===== src/logic/svwd_pkg.sv =====
// package: timing constants and enumerations for the supervisor watchdog reset block
package svwd_pkg;
  localparam int unsigned CLK_HZ         = 25_000_000;
  // internal oscillator figures, in their own units
  localparam int unsigned RST_TIMEOUT_MS = 200;
  localparam int unsigned WD_FAST_MS     = 100;
  localparam int unsigned WD_SLOW_MS     = 1600;
  localparam int unsigned CE_HOLD_US     = 15;
  localparam int unsigned KICK_PULSE_NS  = 100;
  // derived cycle counts at mclk rate (longest times round down, least times round up)
  localparam int unsigned RST_TIMEOUT_CYC = RST_TIMEOUT_MS * (CLK_HZ / 1000);
  localparam int unsigned WD_FAST_CYC     = WD_FAST_MS * (CLK_HZ / 1000);
  localparam int unsigned WD_SLOW_CYC     = WD_SLOW_MS * (CLK_HZ / 1000);
  localparam int unsigned CE_HOLD_CYC     = (CE_HOLD_US * (CLK_HZ / 1000)) / 1000;
  localparam int unsigned KICK_PULSE_CYC  = (KICK_PULSE_NS * (CLK_HZ / 1000000) + 999) / 1000;
  // external timebase tick counts
  localparam int unsigned EXT_WD_NORMAL  = 1024;
  localparam int unsigned EXT_WD_FIRST   = 4096;
  localparam int unsigned EXT_RST        = 2048;
  // counter width covers the slow watchdog count
  localparam int unsigned CNT_W          = 26;
  // glitch filter length on comparator inputs
  localparam int unsigned FILT_LEN       = 3;
  // reset value of the filter synchronisers and filter outputs
  localparam logic        SYNC_RST_VAL   = 1'b0;

  // three-level kick decode
  typedef enum logic [1:0] {
    SVWD_KICK_LOW  = 2'h0,
    SVWD_KICK_HIGH = 2'h1,
    SVWD_KICK_MID  = 2'h3
  } svwd_kick_e;

  // reset sequencer states, gray order along the usual path
  typedef enum logic [1:0] {
    SVWD_ST_DOWN = 2'h0,
    SVWD_ST_HOLD = 2'h1,
    SVWD_ST_RUN  = 2'h3
  } svwd_state_e;
endpackage : svwd_pkg


===== src/logic/svwd_filt.sv =====
// module: two-flop synchroniser followed by an agreement glitch filter
`timescale 1ns/1ps
module svwd_filt (
  input  wire logic mclk,
  input  wire logic rst,
  input  wire logic din,
  output logic      dout
);
  logic                           s1;
  logic                           s2;
  logic [svwd_pkg::FILT_LEN-1:0]  hist;

  // first flop feeds only the second
  always_ff @(posedge mclk) begin
    if (rst) begin
      s1 <= svwd_pkg::SYNC_RST_VAL;
      s2 <= svwd_pkg::SYNC_RST_VAL;
    end else begin
      s1 <= din;
      s2 <= s1;
    end
  end

  // output moves only when the history agrees, so a one-cycle glitch never passes
  always_ff @(posedge mclk) begin
    if (rst) begin
      hist <= '0;
      dout <= svwd_pkg::SYNC_RST_VAL;
    end else begin
      hist <= {hist[svwd_pkg::FILT_LEN-2:0], s2};
      if (&{hist, s2})
        dout <= 1'b1;
      else if (~|{hist, s2})
        dout <= 1'b0;
    end
  end
endmodule : svwd_filt


===== src/logic/svwd_top.sv =====
// module: supervisor core, reset sequencer, watchdog and chip-enable gating
`timescale 1ns/1ps
module svwd_top (
  input  wire logic mclk,
  input  wire logic rst,
  input  wire logic supply_low,
  input  wire logic battery_select,
  input  wire logic powerfail_sense,
  input  wire logic timebase_select,
  input  wire logic timebase_input,
  input  wire logic kick_hi,
  input  wire logic kick_lo,
  input  wire logic ce_in_n,
  output logic      battery_active_flag,
  output logic      undervoltage_flag_n,
  output logic      powerfail_flag_n,
  output logic      watchdog_fault_n,
  output logic      reset_n,
  output logic      reset_hi_out,
  output logic      reset_hi_oe,
  output logic      ce_out_n
);
  localparam int unsigned CW = svwd_pkg::CNT_W;

  ////////////////////////////////////////////////////////////////////////
  // filtered comparator inputs; the supply filter carries supply good, because the filters
  // reset to zero and the supply must read as low until the comparator proves it good
  logic ok_f;
  logic low_f;
  logic batt_f;
  logic pf_f;

  svwd_filt u_low  (.mclk(mclk), .rst(rst), .din(~supply_low),     .dout(ok_f));
  assign low_f = ~ok_f;
  svwd_filt u_batt (.mclk(mclk), .rst(rst), .din(battery_select),  .dout(batt_f));
  svwd_filt u_pf   (.mclk(mclk), .rst(rst), .din(powerfail_sense), .dout(pf_f));

  // pin inputs through two flops
  logic [4:0] pin_s1;
  logic [4:0] pin_s2;
  always_ff @(posedge mclk) begin
    if (rst) begin
      pin_s1 <= 5'h1F;
      pin_s2 <= 5'h1F;
    end else begin
      pin_s1 <= {timebase_select, timebase_input, kick_hi, kick_lo, ce_in_n};
      pin_s2 <= pin_s1;
    end
  end

  logic sel_s;
  logic tb_s;
  logic khi_s;
  logic klo_s;
  logic ce_s;
  assign sel_s = pin_s2[4];
  assign tb_s  = pin_s2[3];
  assign khi_s = pin_s2[2];
  assign klo_s = pin_s2[1];
  assign ce_s  = pin_s2[0];

  ////////////////////////////////////////////////////////////////////////
  // kick decode: both thresholds give the three levels
  svwd_pkg::svwd_kick_e kick;
  always_comb begin
    if (khi_s)
      kick = svwd_pkg::SVWD_KICK_HIGH;
    else if (klo_s)
      kick = svwd_pkg::SVWD_KICK_LOW;
    else
      kick = svwd_pkg::SVWD_KICK_MID;
  end

  svwd_pkg::svwd_kick_e kick_q;
  always_ff @(posedge mclk) begin
    if (rst)
      kick_q <= svwd_pkg::SVWD_KICK_MID;
    else
      kick_q <= kick;
  end

  // any change of decoded level counts as a kick; a 100 ns pulse spans three cycles
  logic kick_edge;
  assign kick_edge = (kick != kick_q);
  logic kick_mid;
  assign kick_mid = (kick == svwd_pkg::SVWD_KICK_MID);

  ////////////////////////////////////////////////////////////////////////
  // external timebase tick on rising edge of synchronised input
  logic tb_q;
  always_ff @(posedge mclk) begin
    if (rst)
      tb_q <= 1'b0;
    else
      tb_q <= tb_s;
  end
  logic ext_mode;
  logic step;
  assign ext_mode = ~sel_s;
  assign step     = ext_mode ? (tb_s & ~tb_q) : 1'b1;

  // period lengths for the selected timebase
  logic [CW-1:0] len_rst;
  logic [CW-1:0] len_wd;
  logic [CW-1:0] len_first;
  always_comb begin
    if (ext_mode) begin
      len_rst   = CW'(svwd_pkg::EXT_RST);
      len_wd    = CW'(svwd_pkg::EXT_WD_NORMAL);
      len_first = CW'(svwd_pkg::EXT_WD_FIRST);
    end else if (!tb_s) begin
      len_rst   = CW'(svwd_pkg::RST_TIMEOUT_CYC);
      len_wd    = CW'(svwd_pkg::WD_FAST_CYC);
      len_first = CW'(svwd_pkg::WD_SLOW_CYC);
    end else begin
      len_rst   = CW'(svwd_pkg::RST_TIMEOUT_CYC);
      len_wd    = CW'(svwd_pkg::WD_SLOW_CYC);
      len_first = CW'(svwd_pkg::WD_SLOW_CYC);
    end
  end

  ////////////////////////////////////////////////////////////////////////
  // reset sequencer
  svwd_pkg::svwd_state_e state;
  logic [CW-1:0] rcnt;
  logic          wd_fire;

  always_ff @(posedge mclk) begin
    if (rst) begin
      state <= svwd_pkg::SVWD_ST_DOWN;
      rcnt  <= '0;
    end else begin
      case (state)
        svwd_pkg::SVWD_ST_DOWN: begin
          rcnt <= '0;
          if (!low_f)
            state <= svwd_pkg::SVWD_ST_HOLD;
        end
        svwd_pkg::SVWD_ST_HOLD: begin
          if (low_f) begin
            state <= svwd_pkg::SVWD_ST_DOWN;
          end else if (step) begin
            if (rcnt + CW'(1) >= len_rst) begin
              state <= svwd_pkg::SVWD_ST_RUN;
              rcnt  <= '0;
            end else begin
              rcnt <= rcnt + CW'(1);
            end
          end
        end
        svwd_pkg::SVWD_ST_RUN: begin
          rcnt <= '0;
          if (low_f)
            state <= svwd_pkg::SVWD_ST_DOWN;
          else if (wd_fire)
            state <= svwd_pkg::SVWD_ST_HOLD;
        end
        default: begin
          state <= svwd_pkg::SVWD_ST_DOWN;
          rcnt  <= '0;
        end
      endcase
    end
  end

  logic in_reset;
  assign in_reset = (state != svwd_pkg::SVWD_ST_RUN);

  ////////////////////////////////////////////////////////////////////////
  // watchdog timer; the first period after any reset uses the long length
  logic [CW-1:0] wcnt;
  logic          first;
  assign wd_fire = (state == svwd_pkg::SVWD_ST_RUN) && !kick_mid && !kick_edge && step
                   && (wcnt + CW'(1) >= (first ? len_first : len_wd));

  always_ff @(posedge mclk) begin
    if (rst) begin
      wcnt  <= '0;
      first <= 1'b1;
    end else if (in_reset) begin
      wcnt  <= '0;
      first <= 1'b1;
    end else if (kick_mid) begin
      wcnt <= '0;
    end else if (kick_edge) begin
      wcnt  <= '0;
      first <= 1'b0;
    end else if (step) begin
      wcnt <= wd_fire ? '0 : wcnt + CW'(1);
    end
  end

  // fault flag: set by timeout, released by next transition, floating kick, low supply or battery; a transition wins a tie, since it blocks the timeout
  always_ff @(posedge mclk) begin
    if (rst)
      watchdog_fault_n <= 1'b1;
    else if (wd_fire)
      watchdog_fault_n <= 1'b0;
    else if (kick_mid || low_f || batt_f)
      watchdog_fault_n <= 1'b1;
    else if (kick_edge)
      watchdog_fault_n <= 1'b1;
  end

  ////////////////////////////////////////////////////////////////////////
  // reset outputs, registered from the sequencer
  always_ff @(posedge mclk) begin
    if (rst) begin
      reset_n      <= 1'b0;
      reset_hi_out <= 1'b0;
      reset_hi_oe  <= 1'b0;
    end else begin
      reset_n      <= ~in_reset;
      reset_hi_out <= 1'b0;      // open drain only ever pulls low
      reset_hi_oe  <= ~in_reset;
    end
  end

  ////////////////////////////////////////////////////////////////////////
  // chip-enable gating with 15 us grace after reset asserts
  logic [CW-1:0] ce_cnt;
  logic          ce_pass;
  logic          in_reset_q;
  always_ff @(posedge mclk) begin
    if (rst) begin
      ce_pass    <= 1'b0;
      ce_cnt     <= '0;
      in_reset_q <= 1'b1;
    end else begin
      in_reset_q <= in_reset;
      if (!in_reset) begin
        ce_pass <= 1'b1;
        ce_cnt  <= '0;
      end else if (!in_reset_q) begin
        ce_pass <= ~ce_s;
        ce_cnt  <= '0;
      end else if (ce_pass) begin
        if (ce_s || ce_cnt + CW'(1) >= CW'(svwd_pkg::CE_HOLD_CYC))
          ce_pass <= 1'b0;
        ce_cnt <= ce_cnt + CW'(1);
      end
    end
  end

  // output follows the input only while passing, and outside reset only while supply good
  always_ff @(posedge mclk) begin
    if (rst)
      ce_out_n <= 1'b1;
    else
      ce_out_n <= ce_s | ~ce_pass | (low_f & ~in_reset);
  end

  ////////////////////////////////////////////////////////////////////////
  // status flags, independent of the core
  always_ff @(posedge mclk) begin
    if (rst) begin
      battery_active_flag <= 1'b0;
      undervoltage_flag_n <= 1'b0;
      powerfail_flag_n    <= 1'b1;
    end else begin
      battery_active_flag <= batt_f;
      undervoltage_flag_n <= ~low_f;
      powerfail_flag_n    <= ~pf_f;
    end
  end

  ////////////////////////////////////////////////////////////////////////
  // checks
  chk_rst_follows: assert property (@(posedge mclk) disable iff (rst)
    low_f |-> ##2 !reset_n) else $error("reset not low under low supply");
  chk_rst_inverse: assert property (@(posedge mclk) disable iff (rst)
    !reset_hi_out && (reset_hi_oe == reset_n)) else $error("high reset not inverse of low reset");
  chk_fault_fire: assert property (@(posedge mclk) disable iff (rst)
    wd_fire |=> !watchdog_fault_n ##1 !reset_n) else $error("timeout did not fault and reset");
  chk_fault_mid: assert property (@(posedge mclk) disable iff (rst)
    (kick_mid && !wd_fire) |=> watchdog_fault_n) else $error("fault low with kick floating");
  chk_fault_hold: assert property (@(posedge mclk) disable iff (rst)
    (!watchdog_fault_n && !kick_edge && !kick_mid && !low_f && !batt_f) |=> !watchdog_fault_n)
    else $error("fault released without transition");
  chk_ce_block: assert property (@(posedge mclk) disable iff (rst)
    $past(ce_s) |-> ce_out_n) else $error("chip enable passed while input high");
  chk_ce_grace: assert property (@(posedge mclk) disable iff (rst)
    (in_reset && in_reset_q && ce_pass) |-> ce_cnt < CW'(svwd_pkg::CE_HOLD_CYC))
    else $error("chip enable grace too long");
  chk_uv_flag: assert property (@(posedge mclk) disable iff (rst)
    $fell(low_f) |=> undervoltage_flag_n) else $error("undervoltage flag release delayed");
  chk_batt_flag: assert property (@(posedge mclk) disable iff (rst)
    battery_active_flag == $past(batt_f)) else $error("battery flag mismatch");
  chk_first_len: assert property (@(posedge mclk) disable iff (rst)
    (state == svwd_pkg::SVWD_ST_HOLD) |=> first) else $error("first period not armed");
endmodule : svwd_top


===== config.mk =====
export PLATFORM = sky130hd
export DESIGN_NAME = svwd_top
export DESIGN_NICKNAME = d
export VERILOG_FILES = /design/src/logic/svwd_pkg.sv /design/src/logic/svwd_filt.sv /design/src/logic/svwd_top.sv
export SDC_FILE = /design/constraint.sdc
export NUM_CORES = 1
export LEC_CHECK = 0
export BUFFER_PORTS_ARGS = -buffer_cell sky130_fd_sc_hd__buf_4
export CAP_MARGIN = 20
export CELL_PAD_IN_SITES_DETAIL_PLACEMENT = 1
export CELL_PAD_IN_SITES_GLOBAL_PLACEMENT = 2
export CORE_MARGIN = 2
export CORE_UTILIZATION = 30
export DETAILED_ROUTE_END_ITERATION = 7
export PLACE_DENSITY = 0.69
export SLEW_MARGIN = 0
export SYNTH_ARGS = -nofsm -noshare
export SYNTH_HDL_FRONTEND = slang
export SYNTH_SLANG_ARGS = --single-unit
export TNS_END_PERCENT = 100

===== constraint.sdc =====
create_clock -name mclk -period 4.88 [get_ports mclk]
set_clock_uncertainty 0.1 [all_clocks]
set_input_delay 0.976 -clock mclk [delete_from_list [all_inputs] [get_ports mclk]]
set_output_delay 0.976 -clock mclk [all_outputs]
set_load 0.02 [all_outputs]

**Yosys cells after proc, flatten, opt, wreduce, memory -nomap -nowiden**

Index checks and enable logic that the tools add are counted.

- Register bits: 120
- Input bits: 10
- Logic and storage cells: 115
- Memories: 0
- Latch bits: 0
- Output and inout port bits: 8
- ROM bits: 0
- RAM bits: 0

- Add/sub/neg operators: 3
- Magnitude comparators: 3
- Eq/ne operators: 12
- Reductions and logical operators: 24
- Bitwise operators: 14
- Shift-type cells: 0
- Mux-type cells: 30
- Divide/modulo/power cells: 0
- $mul: 0

Operators with widths:

| kind | number |
|---|---|
| $mux 26 | 6 |
| $add 26x1->26 const B | 3 |
| $ge 26x26->1 | 2 |
| $ge 26x9->1 const B | 1 |
| $mux 23 | 1 |
| $mux 2 | 8 |
| $reduce_and 4->1 | 4 |
| $reduce_or 4->1 | 4 |
| $mux 1 | 14 |
| $not 1->1 | 10 |
| $ne 3x3->1 const B | 3 |
| $ne 2x1->1 const B | 4 |
| $pmux 2 s3 | 1 |
| $eq 2x2->1 const B | 2 |
| $logic_and 1x1->1 | 4 |
| $reduce_and 2->1 | 2 |
| $reduce_or 2->1 | 2 |
| $logic_or 1x1->1 | 3 |
| $reduce_bool 3->1 | 1 |
| $reduce_or 3->1 | 1 |
| $and 1x1->1 | 2 |
| $eq 2x1->1 const B | 1 |
| $logic_not 1->1 | 2 |
| $logic_not 2->1 | 1 |
| 3 further kinds | 4 |

**Logic depth before layout (Yosys ltp)**

Gate-level depths: netlist of run 1.

- Depth in word-level cells: 11
- Depth in mapped cells: 17

**Cells and area by module**

Synthesis of run 1 repeated with hierarchy kept, for this count alone.

- Cells, all modules: 825
- Area total of the unflattened synthesis: 6,667.6 um2

Modules (own cells, without submodules):

| module | times used | cells each | area each (um2) |
|---|---|---|---|
| svwd_top | 1 | 783 | 6,130.9 |
| svwd_filt | 3 | 14 | 178.9 |

**Worst setup path before layout of run 1**

No wires, ideal clock.

- Kind: register to register
- Start point: register wcnt[0]
- End point: register wcnt[15]
- Cell stages (with the launch flop): 17
- Setup slack: 1,172 ps
- Library setup time: 128 ps
- Path buffers: 1
- Period minus slack after synthesis: 3,708 ps
- Arrival time: 3,480 ps
- Cell sequence: dfxtp_1 -> ha_1 -> nand3_1 -> nor2_1 -> nand2_1 -> nor3_1 -> xnor2_1 -> inv_1 -> ha_1 -> nand4_1 -> a211o_1 -> a31oi_1 -> a221oi_1 -> or4_1 -> nand3b_1 -> clkbuf_1 -> nor2_1

- Cells in the longest elaborated chain, start to end: 4

Ends and longest elaborated chain:

| item | line | text |
|---|---|---|
| from (decl) | svwd_top.sv:171 | `logic [CW-1:0] wcnt;` |
| from (signal assigned) | svwd_top.sv:189 | `wcnt <= wd_fire ? '0 : wcnt + CW'(1);` |
| $add 26x1->26 (*) | svwd_top.sv:174, svwd_top.sv:189 |  |
| $ge 26x26->1 | svwd_top.sv:174 | `&& (wcnt + CW'(1) >= (first ? len_first : len_wd));` |
| $logic_and 1x1->1 | svwd_top.sv:174 |  |
| $mux 26 (*) | svwd_top.sv:189 |  |

Mark *: on every way between the ends. The rest lies on a longest branch, timed or not.
A chain may end at the register's enable or synchronous reset.

**Worst setup path in the final report of run 1**

- Start point: register rcnt[0]
- End point: register rcnt[22]

- Cells in the longest elaborated chain, start to end: 3

Ends and longest elaborated chain:

| item | line | text |
|---|---|---|
| from (decl) | svwd_top.sv:125 | `logic [CW-1:0] rcnt;` |
| from (signal assigned) | svwd_top.sv:147 | `rcnt <= rcnt + CW'(1);` |
| $add 26x1->26 (*) | svwd_top.sv:143, svwd_top.sv:147 |  |
| $ge 26x26->1 | svwd_top.sv:143 | `if (rcnt + CW'(1) >= len_rst) begin` |
| $mux 26 (*) | svwd_top.sv:143 |  |

Marked as above.

==> results of run 1 <==
## critical path: stages, from the launching register on
cell,delay (ns)
sky130_fd_sc_hd__dfxtp_1,0.42
sky130_fd_sc_hd__ha_1,0.31
sky130_fd_sc_hd__nand4_1,0.29
sky130_fd_sc_hd__or3_1,0.50
sky130_fd_sc_hd__nor2_1,0.24
sky130_fd_sc_hd__nand2_1,0.10
sky130_fd_sc_hd__xnor2_1,0.21
sky130_fd_sc_hd__ha_1,0.29
sky130_fd_sc_hd__nor2b_1,0.14
sky130_fd_sc_hd__o2111a_1,0.15
sky130_fd_sc_hd__a2111o_1,0.42
sky130_fd_sc_hd__a211oi_4,0.56
sky130_fd_sc_hd__and2_1,0.37
sky130_fd_sc_hd__a32o_1,0.21
## per-layer routing
layer	vias up	wire, µm	share of wire, %
met4	0	170	1.0
li1	2829	-	-
met5	-	0	0
met3	13	453	2.7
met1	2724	8510	50
met2	59	7940	46
## layout make-up
| type | count | area, µm² |
|---|---|---|
| Inverter | 27 | 101 |
| Timing Repair Buffer | 26 | 195 |
| Sequential cell | 120 | 2400 |
| Multi-Input combinational cell | 605 | 3830 |
| Clock inverter | 15 | 173 |
| Tap cell | 280 | 350 |
| Fill cell | 2556 | 14100 |
| Clock buffer | 17 | 425 |
## power breakdown
| part | internal, mW | leakage [nW] | switching, mW |
|---|---|---|---|
| logic | 0.0145 | 1.52 | 0.0205 |
| registers | 0.988 | 0.971 | 0.00502 |
| clock network | 0.734 | 0.290 | 0.549 |
## placed cells by master (no fill, tap or decap), drive strengths merged, types with 4 or more instances in the layout
| master | instances |
|---|---|
| a211oi | 5 |
| a21o | 6 |
| a21oi | 21 |
| a31oi | 14 |
| a32o | 7 |
| and2 | 12 |
| and3 | 20 |
| and4 | 4 |
| buf | 26 |
| clkbuf | 17 |
| dfxtp | 120 |
| ha | 26 |
| inv | 38 |
| nand2 | 80 |
| nand2b | 4 |
| nand3 | 45 |
| nand3b | 4 |
| nand4 | 35 |
| nor2 | 69 |
| nor2b | 21 |
| nor3 | 32 |
| nor4 | 14 |
| o21ai | 32 |
| o31ai | 6 |
| or2 | 13 |
| or3 | 7 |
| xnor2 | 33 |
| xor2 | 44 |
## flip-flops by register name, indices dropped and copies added (netlist names), 2 cells and up
signal / cells
u_pf.hist: 3
state: 2
kick_q: 2
u_batt.hist: 3
pin_s1: 5
pin_s2: 5
u_low.hist: 3
rcnt: 26
ce_cnt: 26
wcnt: 26
## per-stage QoR
step | worst slack, ns | utilization (%) | power, mW
finish | 0.491 | 34.6 | 2.31
global route | 0.198 | 34.6 | 2.39
CTS | 0.447 | 34.6 | 2.34
detailed placement | 0.474 | 31.8 | 1.05
global placement | 0.700 | 31.8 | 1.05
floorplan | 1.17 | - | 1.04
## logic make-up after synthesis
family	Yosys count	synth area share, %
XOR/XNOR	77	10.3
flip-flops	120	36.8
multiplexers	1	0.153
buffers and inverters	73	4.59
other	1	0.0574
AO/OA/AOI/OAI	129	13.8
adder cells (fa/ha/maj)	26	4.98
AND/OR/NAND/NOR	371	29.3
## worst min-delay path by stage
stage / from / end / slack, ns / cells past startpoint
2_1_floorplan: u_pf.dout$_SDFFE_PP0P_ / powerfail_flag_n$_SDFF_PP1_ / 0.28 / 1
3_3_place_gp: pin_s1[2]$_SDFF_PP1_ / pin_s2[2]$_SDFF_PP1_ / 0.30 / 1
3_5_place_dp: pin_s1[2]$_SDFF_PP1_ / pin_s2[2]$_SDFF_PP1_ / 0.30 / 1
4_1_cts: pin_s1[3]$_SDFF_PP1_ / pin_s2[3]$_SDFF_PP1_ / 0.32 / 1
5_1_grt: pin_s1[3]$_SDFF_PP1_ / pin_s2[3]$_SDFF_PP1_ / 0.32 / 1
6_report: pin_s1[3]$_SDFF_PP1_ / pin_s2[3]$_SDFF_PP1_ / 0.31 / 1
==> parameters.txt, run 1 <==
Parameter                              Value

Logic synthesis
  Warning count from the yosys run ... 0
  Count of flip-flops with a built-in enable after synthesis ... 0
  Primary flip-flop cell chosen by synthesis mapping ... sky130_fd_sc_hd__dfxtp_1
  Cells after synthesis ... 798
  Summed instance area of the synthesized netlist ... 0.00654 mm²
  Proportion of register bits with asynchronous set or reset after synthesis ... 0%
  Dominant cell type by area after synthesis ... sky130_fd_sc_hd__dfxtp_1
  Synthesized area per cell ... 8.19 µm²
  Post-synthesis sequential area ratio ... 36.8%
  Net count after synthesis ... 834
  Top cells by area, synth ... sky130_fd_sc_hd__dfxtp_1, sky130_fd_sc_hd__xor2_1, sky130_fd_sc_hd__ha_1
  Most frequent cell after synthesis ... sky130_fd_sc_hd__dfxtp_1
  Top cell types by occurrence after synthesis ... sky130_fd_sc_hd__dfxtp_1, sky130_fd_sc_hd__nand2_1, sky130_fd_sc_hd__nor2_1
  #FFs+latches synth ... 120
  Unique cell type count in the Yosys netlist ... 70
  Area share of the largest cell type after synthesis ... 36.8%

STA
  Fin crit period ... 4.39 ns
  Headroom to the max-slew limit ... 32.1%
  Fmax ... 0.228 GHz
  Worst slack on hold paths ... 0.313 ns
  Measured slew at the worst slew-check pin ... 1.01 ns
  Unrepaired setup endpoints after global routing ... no
  Hold Vio Cnt, Final ... 0
  Fin Setup TNS ... 0 ns
  Final setup violation count ... 0
  Max Slew Vio Count ... 0
  Tcrit/Tclk final ... 89.9%

Setup path
  Worst Reg2Reg Path Length in Cells ... 13
  Register-to-register setup slack ... 0.49 ns
  Crit Path Class ... flop to flop
  Terminus of the critical flop-to-flop path ... rcnt[22]$_SDFFE_PP0P_
  Crit path DAT ... 4.64 ns
  Critical path fanouts, max ... 12
  Critical Path Sink ... rcnt[22]$_SDFFE_PP0P_
  Required time at the worst-slack endpoint ... 5.13 ns
  Start point of the critical path ... rcnt[0]$_SDFFE_PP0P_
  Startpoint types ... flop
  Reg-to-reg critical path startpoint ... rcnt[0]$_SDFFE_PP0P_
  Kind of capture point of the worst setup path ... flop

Global route
  Met1 usage in global routing ... 20.4%
  Via count of the first global-routing pass ... 5623
  Busiest metal layer after global routing ... met2
  Met3 routing resource usage after global routing ... 2.60%
  Gr usage total ... 15.2%
  Wire length of the first global-routing pass ... 28.1 mm
  Largest net degree at the start of global routing ... 42
  Antenna violations before repair ... 0
  Sum of overflow across all layers after global routing ... 0
  Met2 Resource Use GR ... 25.2%

Floorplanning
  Rows ... 54
  Number of top-level design ports ... 18
  Die extent in x ... 152 µm
  Initial Utilization ... 30.2%
  Die Area ... 0.0230 mm²
  Placeable core region ... 0.0216 mm²
  Die height ... 152 µm

Placed design
  Count of placed standard cells including taps ... 1058
  Placer's final routability congestion estimate ... 0.779
  Count of buffers from port buffering ... 16
  Post-Place Cell Area ... 0.00688 mm²
  HPWL after DPL ... 12.4 mm

CTS
  Total of hold buffers inserted after clock tree synthesis ... 0
  Total of cells resized after clock tree synthesis ... 0
  Clock Latency Late Sink ... 0.42 ns
  CTS Root Buffer Type ... sky130_fd_sc_hd__clkbuf_16
  Number of buffers between clock root and the deepest sink ... 2
  Count of H-tree levels built during CTS ... 4
  CTS buffer count ... 17
  Postcts setup bufs ... 0
  CTS tree ... built
  Clock sinks ... 120
  Clock-pin slew on the worst setup and hold paths ... 0.06 ns

Pwr
  Static Leak ... 2.78 nW
  Power per cell area ... 309 mW/mm²
  Worst vdd ir ... 0.177 mV

Route
  First-pass DRT Iterations ... 4
  Post-detailed-route wirelength per cell ... 15.7 µm
  Drc violations ... 0
  First DRT Iteration DRCs ... 208
  Total wire length ... 17.1 mm
  Vias per cell ... 5.16
  Count of vias placed by the detailed router ... 5625
  Antenna viol nets, final ... 0

Flow run
  Count of maximum capacitance violations ... 0

Final layout
  Final Cell Area ... 0.00748 mm²
  Share of cells above drive strength 1 ... 9.75%
  Count of antenna diodes in the layout ... 0
  Final cell count without fillers ... 1090
  Area growth syn-to-layout ... 14.5%
  Nets@finish ... 833

Hold path
  Hold Path Class ... flop to flop

Outcome
  Status ... finished, final reports clean
(Power assumes the default switching activity.)
==> run 2: changes to the inputs <==
clock period = 4.6 ns   (was 4.88 ns; I/O delays follow)
==> parameters.txt, run 2 (same netlist as run 1, synthesis figures left out) <==
Parameter                              Value

Route
  Met2 WL post-DR ... 8.42 mm
  Met3 Wirelength ... 497 µm
  Vias per cell ... 5.22
  Post-detailed-route wirelength per cell ... 16.2 µm
  Count of vias placed by the detailed router ... 5711
  Total routed wire length on the met1 layer ... 8.56 mm
  First DRT Iteration DRCs ... 254
  Drc violations ... 0
  Antenna viol nets, final ... 0
  Total wire length ... 17.7 mm
  Highest routed metal layer ... met4
  First-pass DRT Iterations ... 4

CTS
  Postcts setup bufs ... 0
  Clock-pin slew on the worst setup and hold paths ... 0.06 ns
  Number of buffers between clock root and the deepest sink ... 2
  Total of hold buffers inserted after clock tree synthesis ... 0
  Total of cells resized after clock tree synthesis ... 0
  CTS tree ... built
  CTS buffer count ... 17
  Clock sinks ... 120
  Clock Latency Late Sink ... 0.43 ns
  Count of H-tree levels built during CTS ... 4
  CTS Root Buffer Type ... sky130_fd_sc_hd__clkbuf_16

Final layout
  Area growth syn-to-layout ... 14.6%
  Most common cell after layout, fill and taps aside ... sky130_fd_sc_hd__dfxtp_1
  Commonest non-fill, non-tap cells in the layout ... sky130_fd_sc_hd__dfxtp_1, sky130_fd_sc_hd__nand2_1, sky130_fd_sc_hd__nor2_1
  Share of cells above drive strength 1 ... 10.2%
  Final cell count without fillers ... 1094
  Nets@finish ... 837
  Core occupancy in the finished layout ... 34.6%
  Filler Cell Count ... 2573
  Count of antenna diodes in the layout ... 0
  Largest registers ... ce_cnt (26), rcnt (26), wcnt (26)

Setup path
  Register-to-register setup slack ... 0.40 ns
  Cell seen most often among critical-path stages ... sky130_fd_sc_hd__ha_1
  Crit path DAT ... 4.47 ns
  Cell with the biggest individual delay on the critical path ... sky130_fd_sc_hd__or3_1
  Required time at the worst-slack endpoint ... 4.87 ns
  Startpoint types ... flop
  CP cell instances ... ha_1, nand4_1, or3_1, nor2_1, nand2_1, xnor2_1, ha_1, nor2b_1, o2111a_1, a2111o_1, a211oi_4, buf_4, and2_1, a32o_1
  Crit Path Class ... flop to flop
  Critical path fanouts, max ... 11
  Kind of capture point of the worst setup path ... flop
  Highest cell delay on the worst timing path ... 0.45 ns
  Worst Reg2Reg Path Length in Cells ... 14

STA
  Headroom to the max-slew limit ... 35.6%
  Tcrit/Tclk final ... 91.3%
  Final setup violation count ... 0
  Measured slew at the worst slew-check pin ... 0.957 ns
  Hold Vio Cnt, Final ... 0
  Fmax ... 0.238 GHz
  Unrepaired setup endpoints after global routing ... no
  Final worst slack ... 0.401 ns
  Max Slew Vio Count ... 0
  Fin crit period ... 4.20 ns
  Fin Setup TNS ... 0 ns

Global route
  Wire length of the first global-routing pass ... 29.1 mm
  Via count of the first global-routing pass ... 5771
  Largest net degree at the start of global routing ... 42
  Sum of overflow across all layers after global routing ... 0
  Antenna violations before repair ... 0
  Gr usage total ... 16.1%

Floorplanning
  Number of top-level design ports ... 18
  Initial Utilization ... 30.2%
  Die Area ... 0.0230 mm²
  Rows ... 54
  Die extent in x ... 152 µm
  Placeable core region ... 0.0216 mm²
  Die height ... 152 µm

Flow run
  Count of maximum capacitance violations ... 0

Pwr
  Worst vdd ir ... 0.216 mV
  Static Leak ... 2.79 nW
  Power per cell area ... 322 mW/mm²

Placed design
  Setup slack after placement ... 0.511 ns
  HPWL after DPL ... 12.6 mm
  Placer's final routability congestion estimate ... 0.790
  Count of buffers from port buffering ... 16
  Count of placed standard cells including taps ... 1062

Outcome
  Status ... finished, final reports clean

Hold path
  Hold Path Class ... flop to flop
  Depth of the worst hold-timing path ... 1
## run 2: power by group
group | switching (mW) | internal, mW | total [mW]
sequential | 0.00549 | 1.05 | 1.05
clock | 0.598 | 0.723 | 1.32
combinational | 0.0216 | 0.0153 | 0.0370
## run 2: worst max-delay path: cells and delay by family, from the launching register on
| kind | cells | cell delay [ns] |
|---|---|---|
| buffers and inverters | 1 | 0.23 |
| adder cells (fa/ha/maj) | 2 | 0.59 |
| XOR/XNOR | 1 | 0.21 |
| AND/OR/NAND/NOR | 6 | 1.46 |
| AO/OA/AOI/OAI | 4 | 1.09 |
| flip-flops | 1 | 0.44 |
## run 2: per-stage QoR
step                      hold WS, ns  total power, mW  area, µm²
final                           0.316             2.41       7490
after global routing            0.330             2.50       7490
after CTS                       0.321             2.45       7490
after detailed placement        0.302             1.11       6910
after global placement          0.305             1.11       6910
after floorplan                 0.280             1.10       6540
## run 2: cell type report
class / count / area (µm²) / share of cell area [%]
Clock buffer: 17 / 425 / 5.68
Clock inverter: 15 / 151 / 2.02
Inverter: 27 / 101 / 1.35
Multi-Input combinational cell: 605 / 3830 / 51.2
Sequential cell: 120 / 2400 / 32.1
Tap cell: 280 / 350 / 4.68
Timing Repair Buffer: 30 / 225 / 3.01
## run 2: path summary, 6_finish.rpt
kind	from	end
worst max register to register	rcnt[0]$_SDFFE_PP0P_	rcnt[22]$_SDFFE_PP0P_
worst min-delay path	u_pf.dout$_SDFFE_PP0P_	powerfail_flag_n$_SDFF_PP1_
worst min register to register	u_pf.dout$_SDFFE_PP0P_	powerfail_flag_n$_SDFF_PP1_
worst max-delay path	rcnt[0]$_SDFFE_PP0P_	rcnt[22]$_SDFFE_PP0P_
## run 2: per-layer routing
metal	global-route usage (%)	vias to the layer above
met2	27.1	60
li1	-	2848
met3	3.74	19
met1	20.6	2784
met4	4.68	0
met5	0	-
==> run 3: changes to the inputs <==
CTS_BUF_LIST = sky130_fd_sc_hd__clkbuf_8   (was unset)
==> parameters.txt, run 3 (same netlist as run 1, synthesis figures left out) <==
Parameter                              Value

STA
  Measured slew at the worst slew-check pin ... 0.970 ns
  Final setup violation count ... 0
  Fin Setup TNS ... 0 ns
  Hold Vio Cnt, Final ... 0
  Tcrit/Tclk final ... 90.1%
  Max Slew Vio Count ... 0
  Fin crit period ... 4.15 ns
  Fmax ... 0.241 GHz
  Headroom to the max-slew limit ... 34.7%
  Worst slack on hold paths ... 0.322 ns
  Unrepaired setup endpoints after global routing ... no

Global route
  Antenna violations before repair ... 0
  Largest net degree at the start of global routing ... 42
  Sum of overflow across all layers after global routing ... 0
  Wire length of the first global-routing pass ... 28.8 mm
  Via count of the first global-routing pass ... 5728
  Gr usage total ... 15.9%

Floorplanning
  Die height ... 152 µm
  Initial Utilization ... 30.2%
  Die Area ... 0.0230 mm²
  Number of top-level design ports ... 18
  Rows ... 54
  Die extent in x ... 152 µm
  Placeable core region ... 0.0216 mm²

Setup path
  Worst Reg2Reg Path Length in Cells ... 14
  Crit path DAT ... 4.44 ns
  Required time at the worst-slack endpoint ... 4.89 ns
  Kind of capture point of the worst setup path ... flop
  Startpoint types ... flop
  Critical path fanouts, max ... 11
  Crit Path Class ... flop to flop

Flow run
  Count of maximum capacitance violations ... 0

Pwr
  Static Leak ... 2.70 nW
  Power per cell area ... 280 mW/mm²
  Worst vdd ir ... 0.137 mV

CTS
  Total of cells resized after clock tree synthesis ... 0
  CTS Root Buffer Type ... sky130_fd_sc_hd__clkbuf_8
  CTS tree ... built
  Clock-pin slew on the worst setup and hold paths ... 0.09 ns
  Postcts setup bufs ... 0
  Clock Latency Late Sink ... 0.45 ns
  Total of hold buffers inserted after clock tree synthesis ... 0
  Count of H-tree levels built during CTS ... 4
  CTS buffer count ... 17
  Clock sinks ... 120
  Number of buffers between clock root and the deepest sink ... 2

Hold path
  Depth of the worst hold-timing path ... 1
  Hold Path Class ... flop to flop

Route
  Met3 Wirelength ... 503 µm
  Total wire length ... 17.4 mm
  Highest routed metal layer ... met4
  Drc violations ... 0
  Met2 WL post-DR ... 8.33 mm
  Antenna viol nets, final ... 0
  Count of vias placed by the detailed router ... 5673
  Post-detailed-route wirelength per cell ... 15.9 µm
  First-pass DRT Iterations ... 4
  Vias per cell ... 5.19
  Total routed wire length on the met1 layer ... 8.42 mm
  First DRT Iteration DRCs ... 228

Final layout
  Nets@finish ... 837
  Count of antenna diodes in the layout ... 0
  Largest registers ... ce_cnt (26), rcnt (26), wcnt (26)
  Area growth syn-to-layout ... 11.7%
  Most common cell after layout, fill and taps aside ... sky130_fd_sc_hd__dfxtp_1
  Share of cells above drive strength 1 ... 10.2%
  Commonest non-fill, non-tap cells in the layout ... sky130_fd_sc_hd__dfxtp_1, sky130_fd_sc_hd__nand2_1, sky130_fd_sc_hd__nor2_1

Outcome
  Status ... finished, final reports clean

Placed design
  HPWL after DPL ... 12.6 mm
  Count of buffers from port buffering ... 16
  Placer's final routability congestion estimate ... 0.790
-- run 3: final timing paths --
path | start | slack (ns) | endpoint
worst max-delay path | rcnt[0]$_SDFFE_PP0P_ | 0.45 | rcnt[22]$_SDFFE_PP0P_
worst min-delay path | u_pf.dout$_SDFFE_PP0P_ | 0.32 | powerfail_flag_n$_SDFF_PP1_
worst max register to register | rcnt[0]$_SDFFE_PP0P_ | 0.45 | rcnt[22]$_SDFFE_PP0P_
worst min register to register | u_pf.dout$_SDFFE_PP0P_ | 0.32 | powerfail_flag_n$_SDFF_PP1_
-- run 3: per-layer routing --
metal | global-route usage [%] | vias up
met5 | 0 | -
met4 | 4.17 | 0
met3 | 3.53 | 15
met2 | 26.8 | 54
met1 | 20.5 | 2755
li1 | - | 2849
-- run 3: layout make-up --
class	instances	area (µm²)
fill	2592	14300
multi-input combinational	605	3830
sequential	120	2400
tap	280	350
clock buffer	17	234
timing repair buffer	30	225
clock inverter	15	151
inverter	27	101
-- run 3: where the power goes --
group | leakage [nW] | switching, mW | internal [mW] | total (mW)
Sequential | 0.971 | 0.00535 | 1.05 | 1.05
Clock | 0.192 | 0.545 | 0.407 | 0.951
Combinational | 1.54 | 0.0215 | 0.0153 | 0.0368
Total | 2.70 | 0.571 | 1.47 | 2.04
-- run 3: critical path, stage by stage (launching register included) --
cell	delay, ns
sky130_fd_sc_hd__dfxtp_1	0.44
sky130_fd_sc_hd__ha_1	0.31
sky130_fd_sc_hd__nand4_1	0.16
sky130_fd_sc_hd__or3_1	0.45
sky130_fd_sc_hd__nor2_1	0.24
sky130_fd_sc_hd__nand2_1	0.11
sky130_fd_sc_hd__xnor2_1	0.21
sky130_fd_sc_hd__ha_1	0.28
sky130_fd_sc_hd__nor2b_1	0.14
sky130_fd_sc_hd__o2111a_1	0.17
sky130_fd_sc_hd__a2111o_1	0.43
sky130_fd_sc_hd__a211oi_4	0.26
sky130_fd_sc_hd__buf_4	0.22
sky130_fd_sc_hd__and2_1	0.34
sky130_fd_sc_hd__a32o_1	0.22
-- run 3: through the flow --
| stage | utilization [%] | setup slack, ns | instance area (µm²) | total power, mW | cells |
|---|---|---|---|---|---|
| final | 33.8 | 0.454 | 7300 | 2.04 | 1094 |
| after global routing | 33.8 | 0.132 | 7300 | 2.13 | 1094 |
| after CTS | 33.8 | 0.466 | 7300 | 2.08 | 1094 |
| after detailed placement | 32.0 | 0.511 | 6910 | 1.11 | 1062 |
| after global placement | 32.0 | 0.549 | 6910 | 1.11 | 1062 |
| after floorplan | - | 0.892 | 6540 | 1.10 | 798 |
